<file path="src/logic/adc_cmd_defs.vh">
`ifndef ADC_CMD_DEFS_VH
`define ADC_CMD_DEFS_VH

// Command byte selector bits
`define CMD_CONV_BIT 7
`define CMD_SETUP_BIT 6
`define CMD_AVG_BIT 5
`define CMD_RESET_BIT 4

// Conversion byte fields
`define CONV_CH_HI 6
`define CONV_CH_LO 3
`define CONV_SCAN_HI 2
`define CONV_SCAN_LO 1
`define CONV_TEMP_BIT 0

// Setup byte fields
`define SETUP_CLK_HI 5
`define SETUP_CLK_LO 4
`define SETUP_REF_HI 3
`define SETUP_REF_LO 2
`define SETUP_PAIR_HI 1
`define SETUP_PAIR_LO 0

// Averaging byte fields
`define AVG_EN_BIT 4
`define AVG_CNT_HI 3
`define AVG_CNT_LO 2
`define AVG_REP_HI 1
`define AVG_REP_LO 0

// Reset byte field
`define RESET_KIND_BIT 3

// Encodings
`define SCAN_LOW_RANGE 2'h0
`define SCAN_HIGH_RANGE 2'h1
`define SCAN_REPEAT 2'h2
`define SCAN_SINGLE 2'h3
`define CLK_EXTERNAL 2'h3
`define REF_EXT_DIFF 2'h3
`define PAIR_SEL_UNIPOLAR 2'h2
`define PAIR_SEL_BIPOLAR 2'h3

// Power-up values
`define CONV_RESET 8'h00
`define SETUP_RESET 6'h20
`define AVG_RESET 5'h00
`define PAIR_RESET 8'h00

`endif

</file>
<file path="src/logic/adc_command_byte_decoder.v">
`timescale 1ns/10ps
`include "adc_cmd_defs.vh"

// Summary of operation
// Byte with bit 7 set is a conversion request: channel, scan mode, temperature.
// Four-bit channel field is an unsigned index, inputs 0 to 15.
// Scan mode 00 converts channels 0 through N.
// Scan mode 01 converts channels N through the top channel.
// Scan mode 10 converts N repeatedly, count from averaging register field.
// Scan mode 11 converts channel N exactly once.
// Range scans give one result per single channel or pair, plus temperature.
// Temperature flag adds one temperature result, placed first in the scan.
// Clock modes 1x start on conversion write, 0x on start pin low pulse.
// Channels used as start pin or negative reference are skipped.
// Host selects a pair by its lower-numbered channel.
// Top pair with a member reassigned as start or reference is ignored.
// Host never requests channels the part does not have.
// Setup bits 5 and 4 select the clock mode.
// Setup bits 3 and 2 select and keep the reference mode.
// Setup pair bits 10 or 11 route the next byte to a pair register.
// Host holds chip select for 16 clocks for setup plus pair byte.
// Setup pair bits 00 or 01 leave pair registers, next byte is a command.
// A pair flagged unipolar and bipolar is treated as unipolar.
// Unipolar pairs are straight binary, bipolar pairs two's complement.
// Averaging of up to 32 samples only while averaging enable is set.
// Clock mode 11 disables averaging regardless of the enable.
// Bit 7 low and bit 6 high is a setup write.
// Bits 7 and 6 low, bit 5 high is an averaging write.
// Reset byte: bit 1 clears the result store, 0 restores all defaults.
// Power-up: registers zero, setup in clock mode 10.
// Target register is the highest set bit of 7..4, except pair data.
module adc_command_byte_decoder #(
  parameter NUM_CHANNELS = 16
) (
  input wire clk_sys_in,
  input wire reset_in,
  input wire sclk_in,
  input wire cs_n_in,
  input wire din_in,
  input wire conversion_start_pin_n_in,
  input wire conv_ready_in,
  output reg conv_valid_out,
  output reg [3:0] conv_channel_out,
  output reg conv_temp_out,
  output reg conv_diff_out,
  output reg conv_bipolar_out,
  output wire scan_busy_out,
  output wire [1:0] clock_mode_out,
  output wire [1:0] reference_sel_out,
  output wire [7:0] unipolar_pair_out,
  output wire [7:0] bipolar_pair_out,
  output wire averaging_active_out,
  output wire [1:0] average_count_out,
  output wire [1:0] repeat_count_out,
  output reg fifo_clear_out
);

  localparam [3:0] TOP_CH = NUM_CHANNELS[3:0] - 4'h1;
  localparam [3:0] REFM_CH = NUM_CHANNELS[3:0] - 4'h2;
  localparam [1:0] ST_IDLE = 2'h0;
  localparam [1:0] ST_RUN = 2'h1;

  reg [3:0] sync1_reg;
  reg [3:0] sync2_reg;
  reg [3:0] prev_reg;
  reg [6:0] shift_reg;
  reg [2:0] bit_cnt_reg;
  reg pair_pend_reg;
  reg pair_bip_reg;
  reg [7:0] conv_request_reg;
  reg [5:0] setup_config_reg;
  reg [4:0] averaging_config_reg;
  reg [7:0] unipolar_pair_select_reg;
  reg [7:0] bipolar_pair_select_reg;
  reg [1:0] state_reg;
  reg [3:0] cur_ch_reg;
  reg [3:0] last_ch_reg;
  reg [3:0] rep_left_reg;
  reg single_reg;
  reg temp_pend_reg;

  wire sclk_s = sync2_reg[0];
  wire cs_n_s = sync2_reg[1];
  wire din_s = sync2_reg[2];
  wire conversion_start_pin_n_s = sync2_reg[3];
  wire sclk_rise = sclk_s & ~prev_reg[0];
  wire cs_rise = cs_n_s & ~prev_reg[1];
  wire conversion_start_pin_fall = ~conversion_start_pin_n_s & prev_reg[3];
  wire bit_take = sclk_rise & ~cs_n_s;
  wire byte_done = bit_take & (bit_cnt_reg == 3'h7);
  wire [7:0] rx_byte = {shift_reg, din_s};

  // Pin modes derived from the stored setup
  wire [1:0] clk_mode = setup_config_reg[`SETUP_CLK_HI:`SETUP_CLK_LO];
  wire conversion_start_pin_pin_mode = ~clk_mode[1];
  wire refm_pin_mode = setup_config_reg[`SETUP_REF_HI:`SETUP_REF_LO] == `REF_EXT_DIFF;

  // Byte class by highest set bit
  // priority decode
  wire is_pair_data = byte_done & pair_pend_reg;
  // conversion class
  wire is_conv = byte_done & ~pair_pend_reg & rx_byte[`CMD_CONV_BIT];
  // setup class
  wire is_setup = byte_done & ~pair_pend_reg & ~rx_byte[`CMD_CONV_BIT] &
    rx_byte[`CMD_SETUP_BIT];
  // averaging class
  wire is_avg = byte_done & ~pair_pend_reg & (rx_byte[7:6] == 2'h0) &
    rx_byte[`CMD_AVG_BIT];
  wire is_reset = byte_done & ~pair_pend_reg & (rx_byte[7:5] == 3'h0) &
    rx_byte[`CMD_RESET_BIT];
  wire full_reset = is_reset & ~rx_byte[`RESET_KIND_BIT];

  assign clock_mode_out = clk_mode;
  assign reference_sel_out = setup_config_reg[`SETUP_REF_HI:`SETUP_REF_LO];
  assign unipolar_pair_out = unipolar_pair_select_reg;
  assign bipolar_pair_out = bipolar_pair_select_reg;
  // averaging only when enabled
  // external clock mode overrides the enable
  assign averaging_active_out = averaging_config_reg[`AVG_EN_BIT] & (clk_mode != `CLK_EXTERNAL);
  assign average_count_out = averaging_config_reg[`AVG_CNT_HI:`AVG_CNT_LO];
  assign repeat_count_out = averaging_config_reg[`AVG_REP_HI:`AVG_REP_LO];
  assign scan_busy_out = (state_reg != ST_IDLE) | conv_valid_out;

  // Two-stage synchronisers, then one stage for edge detection
  always @(posedge clk_sys_in) begin
    if (reset_in) begin
      sync1_reg <= 4'hb;
      sync2_reg <= 4'hb;
      prev_reg <= 4'hb;
    end else begin
      sync1_reg <= {conversion_start_pin_n_in, din_in, cs_n_in, sclk_in};
      sync2_reg <= sync1_reg;
      prev_reg <= sync2_reg;
    end
  end

  // Serial shifter, MSB first on rising serial clock; framing restarts at chip select high
  always @(posedge clk_sys_in) begin
    if (reset_in) begin
      shift_reg <= 7'h00;
      bit_cnt_reg <= 3'h0;
    end else if (cs_n_s) begin
      bit_cnt_reg <= 3'h0;
    end else if (bit_take) begin
      shift_reg <= rx_byte[6:0];
      bit_cnt_reg <= bit_cnt_reg + 3'h1;
    end
  end

  // Register writes; a full reset byte restores the power-up image
  always @(posedge clk_sys_in) begin
    if (reset_in || full_reset) begin
      // full restore
      // power-up image
      conv_request_reg <= `CONV_RESET;
      setup_config_reg <= `SETUP_RESET;
      averaging_config_reg <= `AVG_RESET;
      unipolar_pair_select_reg <= `PAIR_RESET;
      bipolar_pair_select_reg <= `PAIR_RESET;
      pair_pend_reg <= 1'b0;
      pair_bip_reg <= 1'b0;
    end else begin
      if (is_conv) begin
        conv_request_reg <= rx_byte;
      end
      // clock mode field
      // reference field kept
      if (is_setup) begin
        setup_config_reg <= rx_byte[5:0];
      end
      if (is_avg) begin
        averaging_config_reg <= rx_byte[4:0];
      end
      // arm pair data byte
      // 00 and 01 arm nothing
      if (is_setup) begin
        pair_pend_reg <= rx_byte[`SETUP_PAIR_HI];
        pair_bip_reg <= rx_byte[`SETUP_PAIR_LO];
      end else if (is_pair_data || cs_rise) begin
        pair_pend_reg <= 1'b0;
      end
      // pair data write
      if (is_pair_data && !pair_bip_reg) begin
        unipolar_pair_select_reg <= rx_byte;
      end
      if (is_pair_data && pair_bip_reg) begin
        bipolar_pair_select_reg <= rx_byte;
      end
    end
  end

  // Result store clear is a one-cycle pulse
  always @(posedge clk_sys_in) begin
    if (reset_in) begin
      fifo_clear_out <= 1'b0;
    end else begin
      // clear store only
      fifo_clear_out <= is_reset & rx_byte[`RESET_KIND_BIT];
    end
  end

  // Start source depends on clock mode; requests during a scan are dropped
  wire [7:0] req = is_conv ? rx_byte : conv_request_reg;
  // start source select
  wire start = (state_reg == ST_IDLE) && !conv_valid_out &&
    (clk_mode[1] ? is_conv : conversion_start_pin_fall);
  // unsigned channel index
  wire [3:0] req_ch = req[`CONV_CH_HI:`CONV_CH_LO];
  wire [1:0] req_scan = req[`CONV_SCAN_HI:`CONV_SCAN_LO];
  wire [2:0] req_pidx = 3'h7 - req_ch[3:1];
  wire req_paired = unipolar_pair_select_reg[req_pidx] | bipolar_pair_select_reg[req_pidx];

  // Candidate evaluation for the channel under the scan pointer
  wire [2:0] pidx = 3'h7 - cur_ch_reg[3:1];
  wire uni_flag = unipolar_pair_select_reg[pidx];
  wire bip_flag = bipolar_pair_select_reg[pidx];
  wire paired = uni_flag | bip_flag;
  wire [3:0] lower_ch = {cur_ch_reg[3:1], 1'b0};
  wire [3:0] upper_ch = {cur_ch_reg[3:1], 1'b1};
  // reassigned pins excluded
  wire excl_cur = (conversion_start_pin_pin_mode && cur_ch_reg == TOP_CH) ||
    (refm_pin_mode && cur_ch_reg == REFM_CH);
  wire excl_lo = (conversion_start_pin_pin_mode && lower_ch == TOP_CH) ||
    (refm_pin_mode && lower_ch == REFM_CH);
  wire excl_hi = (conversion_start_pin_pin_mode && upper_ch == TOP_CH) ||
    (refm_pin_mode && upper_ch == REFM_CH);
  // one result per pair, odd member folded in
  // pair dropped if a member is reassigned
  wire emit = paired ? (~cur_ch_reg[0] & ~excl_lo & ~excl_hi) : ~excl_cur;
  wire out_free = !conv_valid_out || conv_ready_in;

  // Scan sequencer
  always @(posedge clk_sys_in) begin
    if (reset_in || full_reset) begin
      state_reg <= ST_IDLE;
      cur_ch_reg <= 4'h0;
      last_ch_reg <= 4'h0;
      rep_left_reg <= 4'h0;
      single_reg <= 1'b0;
      temp_pend_reg <= 1'b0;
    end else begin
      case (state_reg)
        ST_IDLE: begin
          if (start) begin
            state_reg <= ST_RUN;
            // temperature result first
            temp_pend_reg <= req[`CONV_TEMP_BIT];
            single_reg <= req_scan[1];
            case (req_scan)
              // zero up to N
              `SCAN_LOW_RANGE: begin
                cur_ch_reg <= 4'h0;
                last_ch_reg <= req_ch;
              end
              // N up to the top
              `SCAN_HIGH_RANGE: begin
                cur_ch_reg <= req_ch;
                last_ch_reg <= TOP_CH;
              end
              default: begin
                cur_ch_reg <= req_paired ? {req_ch[3:1], 1'b0} : req_ch;
                last_ch_reg <= req_ch;
              end
            endcase
            // repeat count, four results per step
            // single result
            rep_left_reg <= (req_scan == `SCAN_REPEAT) ?
              {averaging_config_reg[`AVG_REP_HI:`AVG_REP_LO], 2'h3} :
              4'h0;
          end
        end
        ST_RUN: begin
          if (out_free && !temp_pend_reg) begin
            if (single_reg) begin
              if (rep_left_reg == 4'h0 || !emit) begin
                state_reg <= ST_IDLE;
              end else begin
                rep_left_reg <= rep_left_reg - 4'h1;
              end
            end else if (cur_ch_reg == last_ch_reg) begin
              state_reg <= ST_IDLE;
            end else begin
              cur_ch_reg <= cur_ch_reg + 4'h1;
            end
          end else if (out_free) begin
            temp_pend_reg <= 1'b0;
          end
        end
        default: begin
          state_reg <= ST_IDLE;
        end
      endcase
    end
  end

  // Result request register toward the converter
  always @(posedge clk_sys_in) begin
    if (reset_in || full_reset) begin
      conv_valid_out <= 1'b0;
      conv_channel_out <= 4'h0;
      conv_temp_out <= 1'b0;
      conv_diff_out <= 1'b0;
      conv_bipolar_out <= 1'b0;
    end else if (out_free) begin
      if (state_reg == ST_RUN && temp_pend_reg) begin
        conv_valid_out <= 1'b1;
        conv_channel_out <= 4'h0;
        conv_temp_out <= 1'b1;
        conv_diff_out <= 1'b0;
        conv_bipolar_out <= 1'b0;
      end else if (state_reg == ST_RUN && emit) begin
        conv_valid_out <= 1'b1;
        conv_channel_out <= cur_ch_reg;
        conv_temp_out <= 1'b0;
        conv_diff_out <= paired;
        // unipolar wins
        // coding flag
        conv_bipolar_out <= bip_flag & ~uni_flag;
      end else begin
        conv_valid_out <= 1'b0;
      end
    end
  end

endmodule

</file>
<file path="config.mk">
export PLATFORM = sky130hd
export DESIGN_NAME = adc_command_byte_decoder
export DESIGN_NICKNAME = d
export VERILOG_FILES = /design/src/logic/adc_command_byte_decoder.v
export VERILOG_INCLUDE_DIRS = /design/src /design/src/logic
export SDC_FILE = /design/constraint.sdc
export NUM_CORES = 1
export LEC_CHECK = 0
export ABC_CLOCK_PERIOD_IN_PS = 5400
export BUFFER_PORTS_ARGS = -buffer_cell sky130_fd_sc_hd__buf_2
export CAP_MARGIN = 20
export CORE_AREA = 2 2 113 115
export DETAILED_ROUTE_END_ITERATION = 10
export DIE_AREA = 0 0 115 117
export SETUP_SLACK_MARGIN = 0.15
export SLEW_MARGIN = 20
export SYNTH_ARGS = -nofsm -noshare
export SYNTH_HDL_FRONTEND = slang
export SYNTH_SLANG_ARGS = --single-unit
export TNS_END_PERCENT = 1
</file>
<file path="constraint.sdc">
create_clock -name clk_sys_in -period 5.4 [get_ports clk_sys_in]
set_clock_uncertainty 0.1 [all_clocks]
set_input_delay 0.81 -clock clk_sys_in [delete_from_list [all_inputs] [get_ports clk_sys_in]]
set_output_delay 0.81 -clock clk_sys_in [all_outputs]
set_load 0.01 [all_outputs]
</file>
==> summary by stage <==
Timing
The maximum clock frequency is 357.4 MHz. The hold violation total from the final report is 0. Setup violations remaining at the end of the flow were counted as 0. The actual slew at the worst max-slew pin is 957.0 ps. The final critical-path share of the clock period is 51.81%. The worst pin sits at a relative slew slack of 35.92%. Setup total negative slack on the finished layout was measured at 0 ps. The worst hold slack after final layout is 308.7 ps.

Setup repair after global routing left no endpoint under its margin. The clock period minus final worst setup slack is 2798 ps. The number of pins exceeding their max-slew limit in the final report is 0.

Global route
The pin count of the biggest net entering global routing is 25. The total routing resource utilization after global routing is 14.25%. The via count of the first global-routing pass came to 2912.

The initial antenna violation count is 0. For this run the aggregate overflow at the end of global routing stands at 0. The first-pass GRT wire length is 14.95 mm.

Worst hold path
The worst hold-check path type is reg2reg. The end point of the worst hold path is sync2_reg[0]. The instance count along the most critical hold path is 1. The startpoint identified for the worst hold timing path is sync1_reg[0].

Place
The HPWL after detailed placement is 6.460 mm. The number of cells in the design after placement is 562. Port buffering added 41 buffers. The congestion estimate from routability-driven global placement came to 0.8279.

Run
The max-capacitance violation count is 0.

Final layout
The number of diodes is 0. Of the cells placed in the final design, the portion with a size suffix greater than 1 is 20.79%. After the flow finishes, the layout carries non-filler instances totaling 578. The fill cell total of the finished layout is 1291.

Measured on the finished design, the core utilization comes to 34.58%. The area added between synthesis and finish is 15.28%. The number of nets in the layout is 435.

Route
The number of design-rule violations left by the first detailed-router iteration is 209. The routed design has 9.034 mm of wire. The DRC violation count after routing is 0. The remaining antenna violation count after routing is 0. The count of TritonRoute iterations in the first routing pass is 4. In the final routed layout, each cell accounts on average for 15.63 um. The routed layout has 3033 vias. The vias per cell is 5.247.

Setup path
STA classifies the critical path startpoint as a flip-flop. On the critical path, the stage with the largest delay is an instance of o21bai_2. Data arrives at the worst endpoint at 2920 ps. The critical path is of the reg2reg type. In this run the register-to-register setup slack is 2600 ps. The critical path contains buffers and inverters numbering 2 combined.

Along the worst path, the maximum fanout reaches 24. The type of destination of the critical path is a flip-flop. On the worst path, the slowest cell contributes a delay of 780 ps.

The number of cells on the worst reg-to-reg path is 8. Among cell families on the critical path, the largest total delay comes from compound AO/OA/AOI/OAI gates. Walking the worst path, the cells encountered are ha_1, ha_1, nor4bb_1, buf_4, nand4b_1, o21bai_2, buf_4, nor2_1. In this run the critical register-to-register path is launched from bit_cnt_reg[0]. The worst register-to-register path ends at bipolar_pair_out[3]. At the worst endpoint, the required time is 5520 ps.

Logic synthesis
The number of enable-type register cells in the synthesized netlist is 0. Summed over its instances, the top area cell type makes up 42.82% of the synthesized netlist area. Synthesis produced a netlist with a net count of 409. Ranked by total cell area, the synthesized netlist is headed by dfxtp_1 (43%), mux2i_1 (10%), nor2_1 (6.8%).

For this run, the number of Yosys warnings is 0. The most common cell in the synthesized netlist is dfxtp_1. Counting every instance in the synthesized netlist gives 397. The post-synth design cell area is 0.003694 mm^2. By count the netlist is led by dfxtp_1 (79), nor2_1 (67), mux2i_1 (37).

After synthesis, flip-flops and latches occupy 42.82% of the total area. The register bit total from synthesis is 79. After synthesis, the netlist uses 64 different library cells. For this run, asynchronously set or reset flops after synthesis account for 0%. For this run, the leading register cell type out of synthesis is dfxtp_1.

The top cell type by total area after synthesis is dfxtp_1. The mean instance size in the synthesized netlist is 9.304 um^2.

Floorplanning
The horizontal extent of the die is 115 um. In this run the standard cell core region covers 0.01231 mm^2. The floorplan has 41 rows.

The die footprint is 0.01346 mm^2. The top-level port count is 42. The initial utilization of the core area, before any placement, comes to 30.00%.

The die is 117 um tall.

Status
The flow ran to the end, and the final reports show no timing, DRC or antenna violations.

Pwr
The power per cell area is 278.5 mW/mm^2. The worst-case IR drop observed on VDD is 0.1184 mV. Summed over all cells, the static leakage comes to 1.754 nW.

Clock tree
Clock latency on the worst-skew pair, taken at its later pin, is 340 ps. After clock tree synthesis, the flow added hold-fix buffers numbering 0. The post-CTS repair timing setup buffer count is 0.

The clock drives 79 sinks. The CTS clock-pin slew for the worst setup and hold paths is 70 ps. The clock tree buffer depth is 2.

The number of buffers added by the clock tree synthesis step is 9. The post-cts sizing count is 0. The level count of the clock H-tree is 3. The clock tree root buffer cell is clkbuf_16. TritonCTS built the clock tree.
-- worst max path at each step --
stage | startpoint | slack (ps) | cells after the start | endpoint
CTS | bit_cnt_reg[0] | 2610 | 8 | bipolar_pair_out[3]
global route | bit_cnt_reg[0] | 2380 | 8 | conv_request_reg[5]
finish | bit_cnt_reg[0] | 2600 | 8 | bipolar_pair_out[3]
detailed placement | bit_cnt_reg[0] | 2610 | 8 | bipolar_pair_out[3]
global placement | bit_cnt_reg[0] | 2670 | 8 | conv_request_reg[6]
floorplan | bit_cnt_reg[0] | 3220 | 9 | rep_left_reg[2]
-- cells in the final DEF (no fill, tap or decap), types with 5 or more instances in the layout --
master	netlist	final
nor2_1	67	67
o21ai_0	13	13
or2_2	9	9
mux2i_1	37	37
xnor2_1	5	5
dfxtp_1	79	79
a21oi_1	19	19
nand2b_1	7	7
buf_2	5	41
nor2b_1	7	7
ha_1	5	5
nand2_1	10	10
mux4_2	6	6
clkbuf_16	0	9
inv_1	7	7
nor3_1	6	6
nand3_1	17	17
a211oi_1	5	5
-- power breakdown --
part | switching, mW | internal, mW
clock network | 0.259 | 0.321
registers | 0.00209 | 0.586
logic | 0.0116 | 0.00623
total | 0.273 | 0.913
-- worst reg2reg max path, cell delays in order (launching register included) --
cell and delay, ps:
dfxtp_1 350, ha_1 160, ha_1 150, nor4bb_1 260, buf_4 210, nand4b_1 170
o21bai_2 780, buf_4 410, nor2_1 90
-- per-stage QoR --
step           power (mW)  setup slack [ps]  cell area (um^2)
6_report            1.186              2602              4258
5_1_grt             1.231              2380              4258
4_1_cts             1.202              2609              4258
3_5_place_dp       0.6193              2614              3973
3_3_place_gp       0.6189              2674              3973
2_1_floorplan      0.6127              3220              3694
-- per-layer routing --
metal | up-vias | global-route usage [%] | wire, um
met5 | - | 0 | 0
met4 | 0 | 6.586 | 245
met3 | 21 | 3.296 | 437
met2 | 76 | 22.04 | 4161
met1 | 1452 | 18.98 | 4190
li1 | 1484 | - | -
-- logic make-up (layout without fill, tap and decap cells) --
family	after synthesis	count (layout)	share of synthesized area [%]
flops	79	79	42.82
simple gates	145	145	19.38
compound gates	82	82	16.13
fa+ha+maj	5	5	1.694
buf+inv	36	67	4.641
xor+xnor	7	7	1.660
mux	43	43	13.69
-- final cells by class --
cell class                      count  area [um^2]  share of cell area, %
Clock buffer                        9        225.2                  5.289
Clock inverter                      7        60.06                  1.411
Inverter                            7        26.28                 0.6171
Multi-Input combinational cell    282         1949                  45.78
Sequential cell                    79         1582                  37.14
Tap cell                          150        187.7                  4.408
Timing Repair Buffer               44        227.7                  5.348
No activity file was read; power rests on OpenSTA's default activity.
